### config.mk
export PLATFORM = sky130hd
export DESIGN_NAME = instr_decoder
export DESIGN_NICKNAME = d
export VERILOG_FILES = /design/src/logic/core_pkg.sv /design/src/logic/instr_decoder.sv
export VERILOG_INCLUDE_DIRS = /design/src /design/src/logic
export SDC_FILE = /design/constraint.sdc
export NUM_CORES = 1
export LEC_CHECK = 0
export CAP_MARGIN = 15
export CORE_ASPECT_RATIO = 0.7
export CORE_MARGIN = 2
export CORE_UTILIZATION = 59
export CTS_CLUSTER_SIZE = 25
export DETAILED_ROUTE_END_ITERATION = 7
export DONT_BUFFER_PORTS = 1
export PLACE_DENSITY_LB_ADDON = 0.15
export SLEW_MARGIN = 30
export SYNTH_ARGS = -nofsm -noshare
export SYNTH_HDL_FRONTEND = slang
export SYNTH_SLANG_ARGS = --single-unit
export TNS_END_PERCENT = 20
### constraint.sdc
create_clock -name ref_clk -period 4 [get_ports ref_clk]
set_input_delay 0.8 -clock ref_clk [delete_from_list [all_inputs] [get_ports ref_clk]]
set_output_delay 0.8 -clock ref_clk [all_outputs]
set_load 0.01 [all_outputs]
### src/logic/core_defs.svh
`ifndef CORE_DEFS_SVH
`define CORE_DEFS_SVH

`define IR_MSB 13
`define ACC_RESET 8'h00
`define LIT_ZERO 8'h00

// instruction classes, bits 13:12
`define CLASS_BYTE 2'h0
`define CLASS_BIT 2'h1
`define CLASS_JUMP 2'h2
`define CLASS_LIT 2'h3

// byte-class operation field, bits 11:8
`define BOP_STORE 4'h0
`define BOP_CLEAR 4'h1
`define BOP_SUB 4'h2
`define BOP_DEC 4'h3
`define BOP_OR 4'h4
`define BOP_AND 4'h5
`define BOP_XOR 4'h6
`define BOP_ADD 4'h7
`define BOP_MOVE 4'h8
`define BOP_COMP 4'h9
`define BOP_INC 4'ha
`define BOP_DECSZ 4'hb
`define BOP_RRC 4'hc
`define BOP_RLC 4'hd
`define BOP_SWAP 4'he
`define BOP_INCSZ 4'hf

// control words, bits 7:0 under field 0000
`define CW_RETURN 8'h08
`define CW_INT_RETURN 8'h09
`define CW_WDT_CLEAR 8'h64
`define CW_SLEEP 8'h63
// clear-accumulator word, bits 7:0 under field 0001
`define CW_CLEAR_ACC 8'h03
`define IDLE_LOW_MASK 8'h9f

// bit-class operation, bits 11:10
`define BITOP_CLEAR 2'h0
`define BITOP_SET 2'h1
`define BITOP_SKIP_CLR 2'h2
`define BITOP_SKIP_SET 2'h3

// literal-class operation, bits 11:8
`define LOP_ADD 4'b111?
`define LOP_SUB 4'b110?
`define LOP_AND 4'b1001
`define LOP_OR 4'b1000
`define LOP_XOR 4'b1010
`define LOP_LOAD 4'b00??
`define LOP_RETURN 4'b01??

// register map, byte addresses
`define REG_CTRL 8'h00
`define REG_ACC 8'h04
`define REG_STATUS 8'h08
`define REG_INFO 8'h0c

// status bit positions
`define ST_C 0
`define ST_NIBBLE 1
`define ST_Z 2
`define ST_SLEPT 3
`define ST_EXPIRED 4
`define CTRL_RUN 0

`endif

### src/logic/core_pkg.sv
`default_nettype none
package core_pkg;

	// thirty-five operations do not fit five bits
	typedef enum logic [5:0] {
		no_operation, add_acc_to_reg, and_acc_with_reg, clear_reg, clear_acc,
		complement_reg, decrement_reg, decrement_skip_zero, increment_reg,
		increment_skip_zero, or_acc_with_reg, move_reg, store_acc_to_reg,
		rotate_left_carry, rotate_right_carry, sub_acc_from_reg, swap_nibbles,
		xor_acc_with_reg, bit_clear_op, bit_set_op, test_skip_if_clear,
		test_skip_if_set, add_literal_op, and_literal_op, call_op, jump_op,
		or_literal_op, load_literal_op, return_with_literal, return_op,
		interrupt_return_op, sub_from_literal_op, xor_literal_op, watchdog_clear_op,
		sleep_op
	} op_t;

	// four oscillator periods make one instruction cycle
	typedef enum logic [3:0] {
		phase_q1 = 4'b0001,
		phase_q2 = 4'b0010,
		phase_q3 = 4'b0100,
		phase_q4 = 4'b1000
	} phase_t;

	typedef struct packed {
		logic cyc;
		logic stb;
		logic we;
		logic [7:0] adr;
		logic [3:0] sel;
		logic [31:0] dat;
	} wb_req_t;

	typedef struct packed {
		logic ack;
		logic [31:0] dat;
	} wb_rsp_t;

	typedef struct packed {
		logic pc_load;
		logic [10:0] pc_target;
		logic call_push;
		logic return_pop;
		logic interrupt_return;
		logic watchdog_clear;
		logic sleep_req;
		logic prescaler_clear;
	} flow_ctl_t;

	typedef struct packed {
		phase_t phase;
		logic run;
		logic [13:0] ir;
		logic flush;
		logic exec_nop;
		logic [7:0] operand;
		logic [7:0] acc;
		logic carry;
		logic nibble_carry;
		logic zero;
		logic watchdog_expired_flag;
		logic sleep_entered_flag;
		logic [15:0] cycle_count;
		logic instr_fetch;
		logic [6:0] file_addr;
		logic file_wr_en;
		logic [7:0] file_wr_data;
		flow_ctl_t flow;
		wb_rsp_t wb;
	} core_state_t;

endpackage : core_pkg
`default_nettype wire

### src/logic/instr_decoder.sv
`timescale 1ns/10ps
`default_nettype none
`include "core_defs.svh"

// Notes on behaviour
// RULE_01: every word decodes as byte, bit, or literal/control class.
// RULE_02: seven low bits address file register 0x00 to 0x7F.
// RULE_03: byte ops write accumulator when d is 0, file register when 1.
// RULE_04: three-bit field picks bit cleared, set or tested.
// RULE_05: don't-care bits ignored; no-operation pattern, clear-accumulator sets zero.
// RULE_06: one cycle, two when skip taken or program counter changes.
// RULE_07: one instruction cycle is four clock periods.
// RULE_08: add, subtract set carry, nibble carry, zero; and, or, xor set zero.
// RULE_09: decrement/increment set Z; skip forms skip on zero, no flags.
// RULE_10: rotates go through carry and touch carry only.
// RULE_11: complement, move set Z; swap none; clear sets Z; store acc.
// RULE_12: bit class: clear, set, skip if clear, skip if set.
// RULE_13: true bit test discards next word, runs no-operation instead.
// RULE_14: class 10 calls or jumps to eleven-bit target, two cycles.
// RULE_15: literal add, subtract, and, or, xor, load with matching flags.
// RULE_16: return with literal, plain return, interrupt return; two cycles.
// RULE_17: watchdog clear and sleep words update expired and sleep flags.
// RULE_18: port register read as source uses pin levels.
// RULE_19: write to timer zero count clears prescaler if assigned.
// RULE_20: zero on zero result; carries from bits 7 and 3; subtract inverts borrow.
// RULE_21: unlisted patterns execute as no-operation.
module instr_decoder
	import core_pkg::*;
#(
	parameter logic [6:0] TIMER_ZERO_ADDR = 7'h01,
	parameter logic [6:0] PORT_LOW_ADDR = 7'h05,
	parameter logic [6:0] PORT_HIGH_ADDR = 7'h07
) (
	input wire logic ref_clk,
	input wire logic reset,
	input wire wb_req_t wb_req,
	output var wb_rsp_t wb_rsp,
	input wire logic [13:0] instr_word,
	output wire logic instr_fetch,
	output wire logic [6:0] file_addr,
	input wire logic [7:0] file_rd_data,
	input wire logic [7:0] pin_levels,
	output wire logic file_wr_en,
	output wire logic [7:0] file_wr_data,
	output var flow_ctl_t flow_ctl,
	input wire logic prescaler_assigned,
	input wire logic watchdog_timeout
);

	core_state_t s_q;
	core_state_t s_d;
	op_t op;
	logic [8:0] sum9;
	logic [4:0] low5;
	logic [7:0] src;
	logic [7:0] res;
	logic to_file;
	logic to_acc;
	logic set_z;
	logic set_cdc;
	logic skip;
	logic bit_val;
	logic bus_hit;

	function automatic op_t decode_op(input logic [13:0] w);
		op_t o;
		o = no_operation; // RULE_21
		case (w[13:12]) // RULE_01
			`CLASS_BYTE: begin
				case (w[11:8])
					`BOP_STORE: begin
						if (w[7]) begin
							o = store_acc_to_reg;
						end else if (w[7:0] == `CW_RETURN) begin
							o = return_op; // RULE_16
						end else if (w[7:0] == `CW_INT_RETURN) begin
							o = interrupt_return_op; // RULE_16
						end else if (w[7:0] == `CW_WDT_CLEAR) begin
							o = watchdog_clear_op; // RULE_17
						end else if (w[7:0] == `CW_SLEEP) begin
							o = sleep_op; // RULE_17
						end else if ((w[7:0] & `IDLE_LOW_MASK) == `LIT_ZERO) begin
							o = no_operation; // RULE_05
						end
					end
					`BOP_CLEAR: begin
						if (w[7]) begin
							o = clear_reg;
						end else if (w[7:0] == `CW_CLEAR_ACC) begin
							o = clear_acc; // RULE_05
						end
					end
					`BOP_SUB: o = sub_acc_from_reg;
					`BOP_DEC: o = decrement_reg;
					`BOP_OR: o = or_acc_with_reg;
					`BOP_AND: o = and_acc_with_reg;
					`BOP_XOR: o = xor_acc_with_reg;
					`BOP_ADD: o = add_acc_to_reg;
					`BOP_MOVE: o = move_reg;
					`BOP_COMP: o = complement_reg;
					`BOP_INC: o = increment_reg;
					`BOP_DECSZ: o = decrement_skip_zero;
					`BOP_RRC: o = rotate_right_carry;
					`BOP_RLC: o = rotate_left_carry;
					`BOP_SWAP: o = swap_nibbles;
					default: o = increment_skip_zero;
				endcase
			end
			`CLASS_BIT: begin
				case (w[11:10]) // RULE_12
					`BITOP_CLEAR: o = bit_clear_op;
					`BITOP_SET: o = bit_set_op;
					`BITOP_SKIP_CLR: o = test_skip_if_clear;
					default: o = test_skip_if_set;
				endcase
			end
			`CLASS_JUMP: begin
				o = w[11] ? jump_op : call_op; // RULE_14
			end
			default: begin
				casez (w[11:8]) // RULE_15
					`LOP_ADD: o = add_literal_op;
					`LOP_SUB: o = sub_from_literal_op;
					`LOP_AND: o = and_literal_op;
					`LOP_OR: o = or_literal_op;
					`LOP_XOR: o = xor_literal_op;
					`LOP_LOAD: o = load_literal_op;
					`LOP_RETURN: o = return_with_literal; // RULE_16
					default: o = no_operation; // RULE_21
				endcase
			end
		endcase
		return o;
	endfunction : decode_op

	function automatic logic is_port(input logic [6:0] a);
		return (a >= PORT_LOW_ADDR) && (a <= PORT_HIGH_ADDR);
	endfunction : is_port

	always_comb begin
		s_d = s_q;
		s_d.instr_fetch = 1'b0;
		s_d.file_wr_en = 1'b0;
		s_d.flow = '0;
		s_d.wb.ack = 1'b0;
		op = s_q.exec_nop ? no_operation : decode_op(s_q.ir); // RULE_13
		src = (s_q.ir[13:12] == `CLASS_LIT) ? s_q.ir[7:0] : s_q.operand;
		sum9 = 9'h000;
		low5 = 5'h00;
		res = src;
		to_file = 1'b0;
		to_acc = 1'b0;
		set_z = 1'b0;
		set_cdc = 1'b0;
		skip = 1'b0;
		bit_val = src[s_q.ir[9:7]]; // RULE_04
		bus_hit = wb_req.cyc && wb_req.stb && !s_q.wb.ack;

		// software-visible registers; hardware updates below take priority
		if (bus_hit) begin
			s_d.wb.ack = 1'b1;
			s_d.wb.dat = 32'h0000_0000;
			if (wb_req.adr == `REG_CTRL) begin
				s_d.wb.dat[`CTRL_RUN] = s_q.run;
				if (wb_req.we && wb_req.sel[0]) begin
					s_d.run = wb_req.dat[`CTRL_RUN];
				end
			end else if (wb_req.adr == `REG_ACC) begin
				s_d.wb.dat[7:0] = s_q.acc;
				if (wb_req.we && wb_req.sel[0]) begin
					s_d.acc = wb_req.dat[7:0];
				end
			end else if (wb_req.adr == `REG_STATUS) begin
				s_d.wb.dat[`ST_C] = s_q.carry;
				s_d.wb.dat[`ST_NIBBLE] = s_q.nibble_carry;
				s_d.wb.dat[`ST_Z] = s_q.zero;
				s_d.wb.dat[`ST_SLEPT] = s_q.sleep_entered_flag;
				s_d.wb.dat[`ST_EXPIRED] = s_q.watchdog_expired_flag;
				if (wb_req.we && wb_req.sel[0]) begin
					s_d.carry = wb_req.dat[`ST_C];
					s_d.nibble_carry = wb_req.dat[`ST_NIBBLE];
					s_d.zero = wb_req.dat[`ST_Z];
				end
			end else if (wb_req.adr == `REG_INFO) begin
				s_d.wb.dat = {s_q.cycle_count, 2'h0, s_q.ir};
			end
		end

		if (watchdog_timeout) begin
			s_d.watchdog_expired_flag = 1'b0;
		end

		// a started instruction always completes even if run drops
		case (s_q.phase) // RULE_07
			phase_q1: begin
				if (s_q.run) begin
					s_d.ir = instr_word;
					s_d.exec_nop = s_q.flush;
					s_d.flush = 1'b0;
					s_d.instr_fetch = 1'b1;
					s_d.file_addr = instr_word[6:0]; // RULE_02
					s_d.phase = phase_q2;
				end
			end
			phase_q2: begin
				// ports read back through the pins, not the output latch
				s_d.operand = is_port(s_q.file_addr) ? pin_levels : file_rd_data; // RULE_18
				s_d.phase = phase_q3;
			end
			phase_q3: begin
				s_d.phase = phase_q4;
			end
			phase_q4: begin
				s_d.phase = phase_q1;
				s_d.cycle_count = s_q.cycle_count + 16'h0001;
				case (op)
					add_acc_to_reg, add_literal_op: begin
						sum9 = {1'b0, src} + {1'b0, s_q.acc}; // RULE_08
						low5 = {1'b0, src[3:0]} + {1'b0, s_q.acc[3:0]};
						res = sum9[7:0];
						set_cdc = 1'b1;
						set_z = 1'b1;
					end
					sub_acc_from_reg, sub_from_literal_op: begin
						sum9 = {1'b0, src} + {1'b0, ~s_q.acc} + 9'h001; // RULE_20
						low5 = {1'b0, src[3:0]} + {1'b0, ~s_q.acc[3:0]} + 5'h01;
						res = sum9[7:0];
						set_cdc = 1'b1;
						set_z = 1'b1;
					end
					and_acc_with_reg, and_literal_op: begin
						res = src & s_q.acc;
						set_z = 1'b1;
					end
					or_acc_with_reg, or_literal_op: begin
						res = src | s_q.acc;
						set_z = 1'b1;
					end
					xor_acc_with_reg, xor_literal_op: begin
						res = src ^ s_q.acc;
						set_z = 1'b1;
					end
					decrement_reg, decrement_skip_zero: begin
						res = src - 8'h01; // RULE_09
						set_z = (op == decrement_reg);
						skip = (op == decrement_skip_zero) && (res == `LIT_ZERO);
					end
					increment_reg, increment_skip_zero: begin
						res = src + 8'h01; // RULE_09
						set_z = (op == increment_reg);
						skip = (op == increment_skip_zero) && (res == `LIT_ZERO);
					end
					rotate_left_carry: begin
						res = {src[6:0], s_q.carry}; // RULE_10
						s_d.carry = src[7];
					end
					rotate_right_carry: begin
						res = {s_q.carry, src[7:1]}; // RULE_10
						s_d.carry = src[0];
					end
					complement_reg: begin
						res = ~src; // RULE_11
						set_z = 1'b1;
					end
					move_reg: begin
						set_z = 1'b1; // RULE_11
					end
					swap_nibbles: begin
						res = {src[3:0], src[7:4]}; // RULE_11
					end
					clear_reg, clear_acc: begin
						res = `LIT_ZERO; // RULE_11
						set_z = 1'b1;
					end
					store_acc_to_reg: begin
						res = s_q.acc; // RULE_11
					end
					bit_clear_op: begin
						res[s_q.ir[9:7]] = 1'b0; // RULE_04
					end
					bit_set_op: begin
						res[s_q.ir[9:7]] = 1'b1; // RULE_04
					end
					test_skip_if_clear: begin
						skip = !bit_val; // RULE_13
					end
					test_skip_if_set: begin
						skip = bit_val; // RULE_13
					end
					load_literal_op: begin
						res = src; // RULE_15
					end
					call_op, jump_op: begin
						s_d.flow.pc_load = 1'b1; // RULE_14
						s_d.flow.pc_target = s_q.ir[10:0];
						s_d.flow.call_push = (op == call_op);
						skip = 1'b1;
					end
					return_with_literal, return_op, interrupt_return_op: begin
						s_d.flow.return_pop = 1'b1; // RULE_16
						s_d.flow.interrupt_return = (op == interrupt_return_op);
						skip = 1'b1;
					end
					watchdog_clear_op: begin
						s_d.flow.watchdog_clear = 1'b1; // RULE_17
						s_d.watchdog_expired_flag = 1'b1;
						s_d.sleep_entered_flag = 1'b1;
					end
					sleep_op: begin
						s_d.flow.watchdog_clear = 1'b1; // RULE_17
						s_d.flow.sleep_req = 1'b1;
						s_d.watchdog_expired_flag = 1'b1;
						s_d.sleep_entered_flag = 1'b0;
					end
					default: begin
						res = src; // RULE_21
					end
				endcase

				case (op)
					store_acc_to_reg, clear_reg, bit_clear_op, bit_set_op: begin
						to_file = 1'b1;
					end
					add_acc_to_reg, and_acc_with_reg, complement_reg, decrement_reg,
					decrement_skip_zero, increment_reg, increment_skip_zero,
					or_acc_with_reg, move_reg, rotate_left_carry, rotate_right_carry,
					sub_acc_from_reg, swap_nibbles, xor_acc_with_reg: begin
						to_file = s_q.ir[7]; // RULE_03
						to_acc = !s_q.ir[7]; // RULE_03
					end
					clear_acc, add_literal_op, and_literal_op, or_literal_op,
					xor_literal_op, sub_from_literal_op, load_literal_op,
					return_with_literal: begin
						to_acc = 1'b1;
					end
					default: begin
						to_acc = 1'b0;
					end
				endcase

				if (to_acc) begin
					s_d.acc = res;
				end
				if (to_file) begin
					s_d.file_wr_en = 1'b1;
					s_d.file_wr_data = res;
					// a count write restarts the prescaler chain too
					s_d.flow.prescaler_clear =
						(s_q.file_addr == TIMER_ZERO_ADDR) && prescaler_assigned; // RULE_19
				end
				if (set_z) begin
					s_d.zero = (res == `LIT_ZERO); // RULE_20
				end
				if (set_cdc) begin
					s_d.carry = sum9[8]; // RULE_20
					s_d.nibble_carry = low5[4]; // RULE_20
				end
				s_d.flush = skip; // RULE_06
			end
			default: begin
				s_d.phase = phase_q1;
			end
		endcase
	end

	always_ff @(posedge ref_clk) begin
		if (reset) begin
			s_q <= '0;
			s_q.phase <= phase_q1;
			s_q.acc <= `ACC_RESET;
			s_q.watchdog_expired_flag <= 1'b1;
			s_q.sleep_entered_flag <= 1'b1;
		end else begin
			s_q <= s_d;
		end
	end

	assign wb_rsp = s_q.wb;
	assign instr_fetch = s_q.instr_fetch;
	assign file_addr = s_q.file_addr;
	assign file_wr_en = s_q.file_wr_en;
	assign file_wr_data = s_q.file_wr_data;
	assign flow_ctl = s_q.flow;

endmodule : instr_decoder
`default_nettype wire

==> metrics.cfg <==
[sta]
fin_ws_ns = 0.139
drv_slew = 0
fmax_mhz = 259
tns_ns = 0
slew_headroom_pct = 38.4
tightest_slew_ns = 0.921
hold_violations = 0
holdWs_ns = 0.446
finalSetupViolCount = 0
finalCritPeriodShare_pct = 96.5
layout_min_cycle_time_ns = 3.86
clock_skew_ns = 0.0138
rsz0062_at_grt = no

[drt]
postRouteAntennaNets = 0
drt_wl_total_um = 28200
vias = 8051
drt_drc_violations_left = 0
drt_iter0_drc = 1237
drt_pass1_iterations = 6
wire_per_inst_um = 23.4
via_per_inst = 6.68

[layout]
diodes = 0
nFillCells = 1192
syn2layout_area_growth_pct = 7.26
fin_util_pct = 65.0
drive_gt1_share_pct = 17.9
nNetsFinal = 1111
layout.cells.non_filler = 1206

[critical_path]
ff2ff_path_depth = 15
worstSetupPathType = reg -> reg
timing.rr.end = s_q[95]$_SDFF_PP0_
required_ns = 4.31
r2r_start = s_q[120]$_SDFFE_PP0P_
cp.arrival_ns = 4.17
start_kind = register
crit_fanout = 6
end_kind = register
rrSetupSlack_ns = 0.14

[synth]
yosysSeqAreaShare_pct = 27.7
synth_edf_count = 0
synth.ff_latch_count = 117
synth_top_area_share_pct = 27.7
ys.flop_type = dfxtp_1
avgSynthCellArea_um2 = 8.15
yosysWarnings = 0
yosysMostFrequentCell = nor2_1
synth_area_um2 = 8460
synth.area.top_cells = dfxtp_1 28%, buf_4 6.5%, nor2_1 5.3%, mux2i_1 4.1%, ha_1 3.7%
netlist_top_cells_count = 119 x nor2_1, 117 x dfxtp_1, 83 x nand2_1
netlist_instances = 1039
synth_largest_area_cell = dfxtp_1
async_flop_share_pct = 0
ys_types = 102

[global_routing]
busiest_layer = met1
grt_pass1_vias = 7179
overflow = 0
antenna_found_initial = 0
grt_max_degree = 103
grt_pass1_wl_um = 43000
grtUsageMet3_pct = 7.85
grtUsageMet2_pct = 49.5
grt_usage_pct = 36.2
grt.met1_usage_pct = 56.4

[power_and_ir_drop]
p_sw_mw = 0.682
intPower_mw = 2.00
netSwitchingFraction_pct = 25.4
powerDensity_nw_per_um2 = 296
p_leak_nw = 3.29
p_comb_share_pct = 0.7
ir_drop_uv = 325
seqPwrFrac_pct = 43.4
clockPowerShare_pct = 55.8

[clock_tree]
h-tree-depth = 4
numCtsBuffers = 17
post-cts-setup-buffers = 0
clkLatencyLatePin_ns = 0.42
cts_tree = built
path_clk_slew_ns = 0.06
cts_sinks = 117
cts.path.max_buffers = 2
cts_root_buf = clkbuf_16

[min_path]
hold_class = reg -> reg
min_from = s_q[106]$_SDFFE_PP0P_
whs_path_depth = 2
holdPathEnd = s_q[105]$_SDFFE_PP0P_

[status]
status = finished clean

[placed_design]
io_buffer_count = 0
placed_cells = 1174
gp_congestion = 1.03
post-place-ws_ns = 0.0487
dpl.hpwl_um = 20800

[die]
core_area_um2 = 14000
start_util_pct = 60.6
ios = 149
die_w_um = 147
die_height_um = 104
die_area_um2 = 15300
rows = 36

[job]
drv_cap = 0

-- routing by layer --
metal / up-vias / share of wire [%]
li1: 3660 / -
met1: 3779 / 46
met2: 542 / 40
met3: 70 / 12
met4: 0 / 2.5
met5: - / 0
-- cell families after synthesis --
group	Yosys count	share of synthesized area, %
and+or+nand+nor	391	24.0
AOI/OAI and AO/OA	262	23.4
buffers and inverters	163	11.1
DFF	117	27.7
muxes	51	6.83
adders and majority gates	27	4.17
xor gates and xnor gates	27	2.79
other	1	0.0443
-- power groups by stage --
| stage | Combinational [mW] | Sequential (mW) | Clock (mW) |
|---|---|---|---|
| final | 0.0199 | 1.17 | 1.50 |
| after detailed placement | 0.0196 | 1.19 | 0 |
| after global routing | 0.0218 | 1.17 | 1.55 |
| after floorplan | 0.0330 | 1.19 | 0 |
| after CTS | 0.0198 | 1.17 | 1.51 |
| after global placement | 0.0192 | 1.19 | 0 |
-- how the worst max path moves through the flow --
stage                          start  cells after the start                            to
2_1_floorplan  s_q[119]$_SDFFE_PP0P_                     18            s_q[95]$_SDFF_PP0_
3_3_place_gp   s_q[120]$_SDFFE_PP0P_                     14  file_wr_data[2]$_SDFFE_PP0N_
3_5_place_dp   s_q[120]$_SDFFE_PP0P_                     14  file_wr_data[2]$_SDFFE_PP0N_
4_1_cts        s_q[120]$_SDFFE_PP0P_                     15            s_q[86]$_SDFF_PP0_
5_1_grt        s_q[120]$_SDFFE_PP0P_                     16            s_q[95]$_SDFF_PP0_
6_report       s_q[120]$_SDFFE_PP0P_                     15            s_q[95]$_SDFF_PP0_
-- timing repair --
item,CTS,global route
resized for setup,2,3
hold buffers,0,0
setup endpoints to repair,10,16
pin swaps,0,0
endpoints found under the hold margin,0,0
-- metrics by stage --
step | power [mW] | instance area [um2]
final | 2.69 | 9080
after global routing | 2.74 | 9080
after CTS | 2.70 | 9070
after detailed placement | 1.21 | 8480
after global placement | 1.21 | 8480
after floorplan | 1.23 | 8470
-- cells in the final DEF (no fill, tap or decap), types with 6 or more instances in the layout --
cell type / Yosys / layout
o21ai_0: 27 / 27
nand3b_1: 6 / 6
a22oi_1: 27 / 27
and2_1: 15 / 15
dfxtp_1: 117 / 116
a21oi_1: 55 / 55
and3_1: 9 / 9
a31oi_1: 10 / 10
buf_4: 73 / 75
mux2i_1: 35 / 35
nand3_1: 35 / 35
nand2_1: 83 / 83
inv_1: 26 / 26
nand4_1: 17 / 17
clkbuf_16: 0 / 17
a211oi_1: 22 / 22
o22ai_1: 11 / 11
o32ai_1: 6 / 6
nor3b_1: 7 / 7
nor4_1: 6 / 6
xor2_1: 9 / 9
ha_1: 25 / 24
xnor2_1: 18 / 18
nor2b_1: 17 / 17
or2_2: 6 / 6
nor3_1: 27 / 27
mux2_2: 11 / 11
or3_1: 8 / 8
nor2_1: 119 / 118
-- state kept, by name, summed over array words and instances, names as in the netlist --
| signal | count |
|---|---|
| s_q | 58 |
| file_wr_data | 8 |
| file_wr_en | 1 |
| wb_rsp | 31 |
| instr_fetch | 1 |
| flow_ctl | 18 |
-- area by class of cell --
cell class | count | area, um2 | area share [%]
Clock buffer | 17 | 425 | 4.69
Clock inverter | 15 | 154 | 1.70
Inverter | 31 | 116 | 1.28
Multi-Input combinational cell | 760 | 5220 | 57.5
Sequential cell | 117 | 2340 | 25.8
Tap cell | 190 | 238 | 2.62
Timing Repair Buffer | 76 | 583 | 6.42
-- worst max-delay path: stages, from the launching register on --
cell and delay [ns]:
dfxtp_1 0.34, ha_2 0.35, buf_4 0.19, mux2i_1 0.47
clkinv_1 0.22, ha_1 0.36, a21oi_1 0.20, o21bai_1 0.09
a21oi_1 0.20, xor2_1 0.19, o22ai_1 0.10, nor3_1 0.25
o2111ai_1 0.18, a211oi_2 0.34, mux2_2 0.24, nor2_1 0.04
No activity file was read; power rests on OpenSTA's default activity.
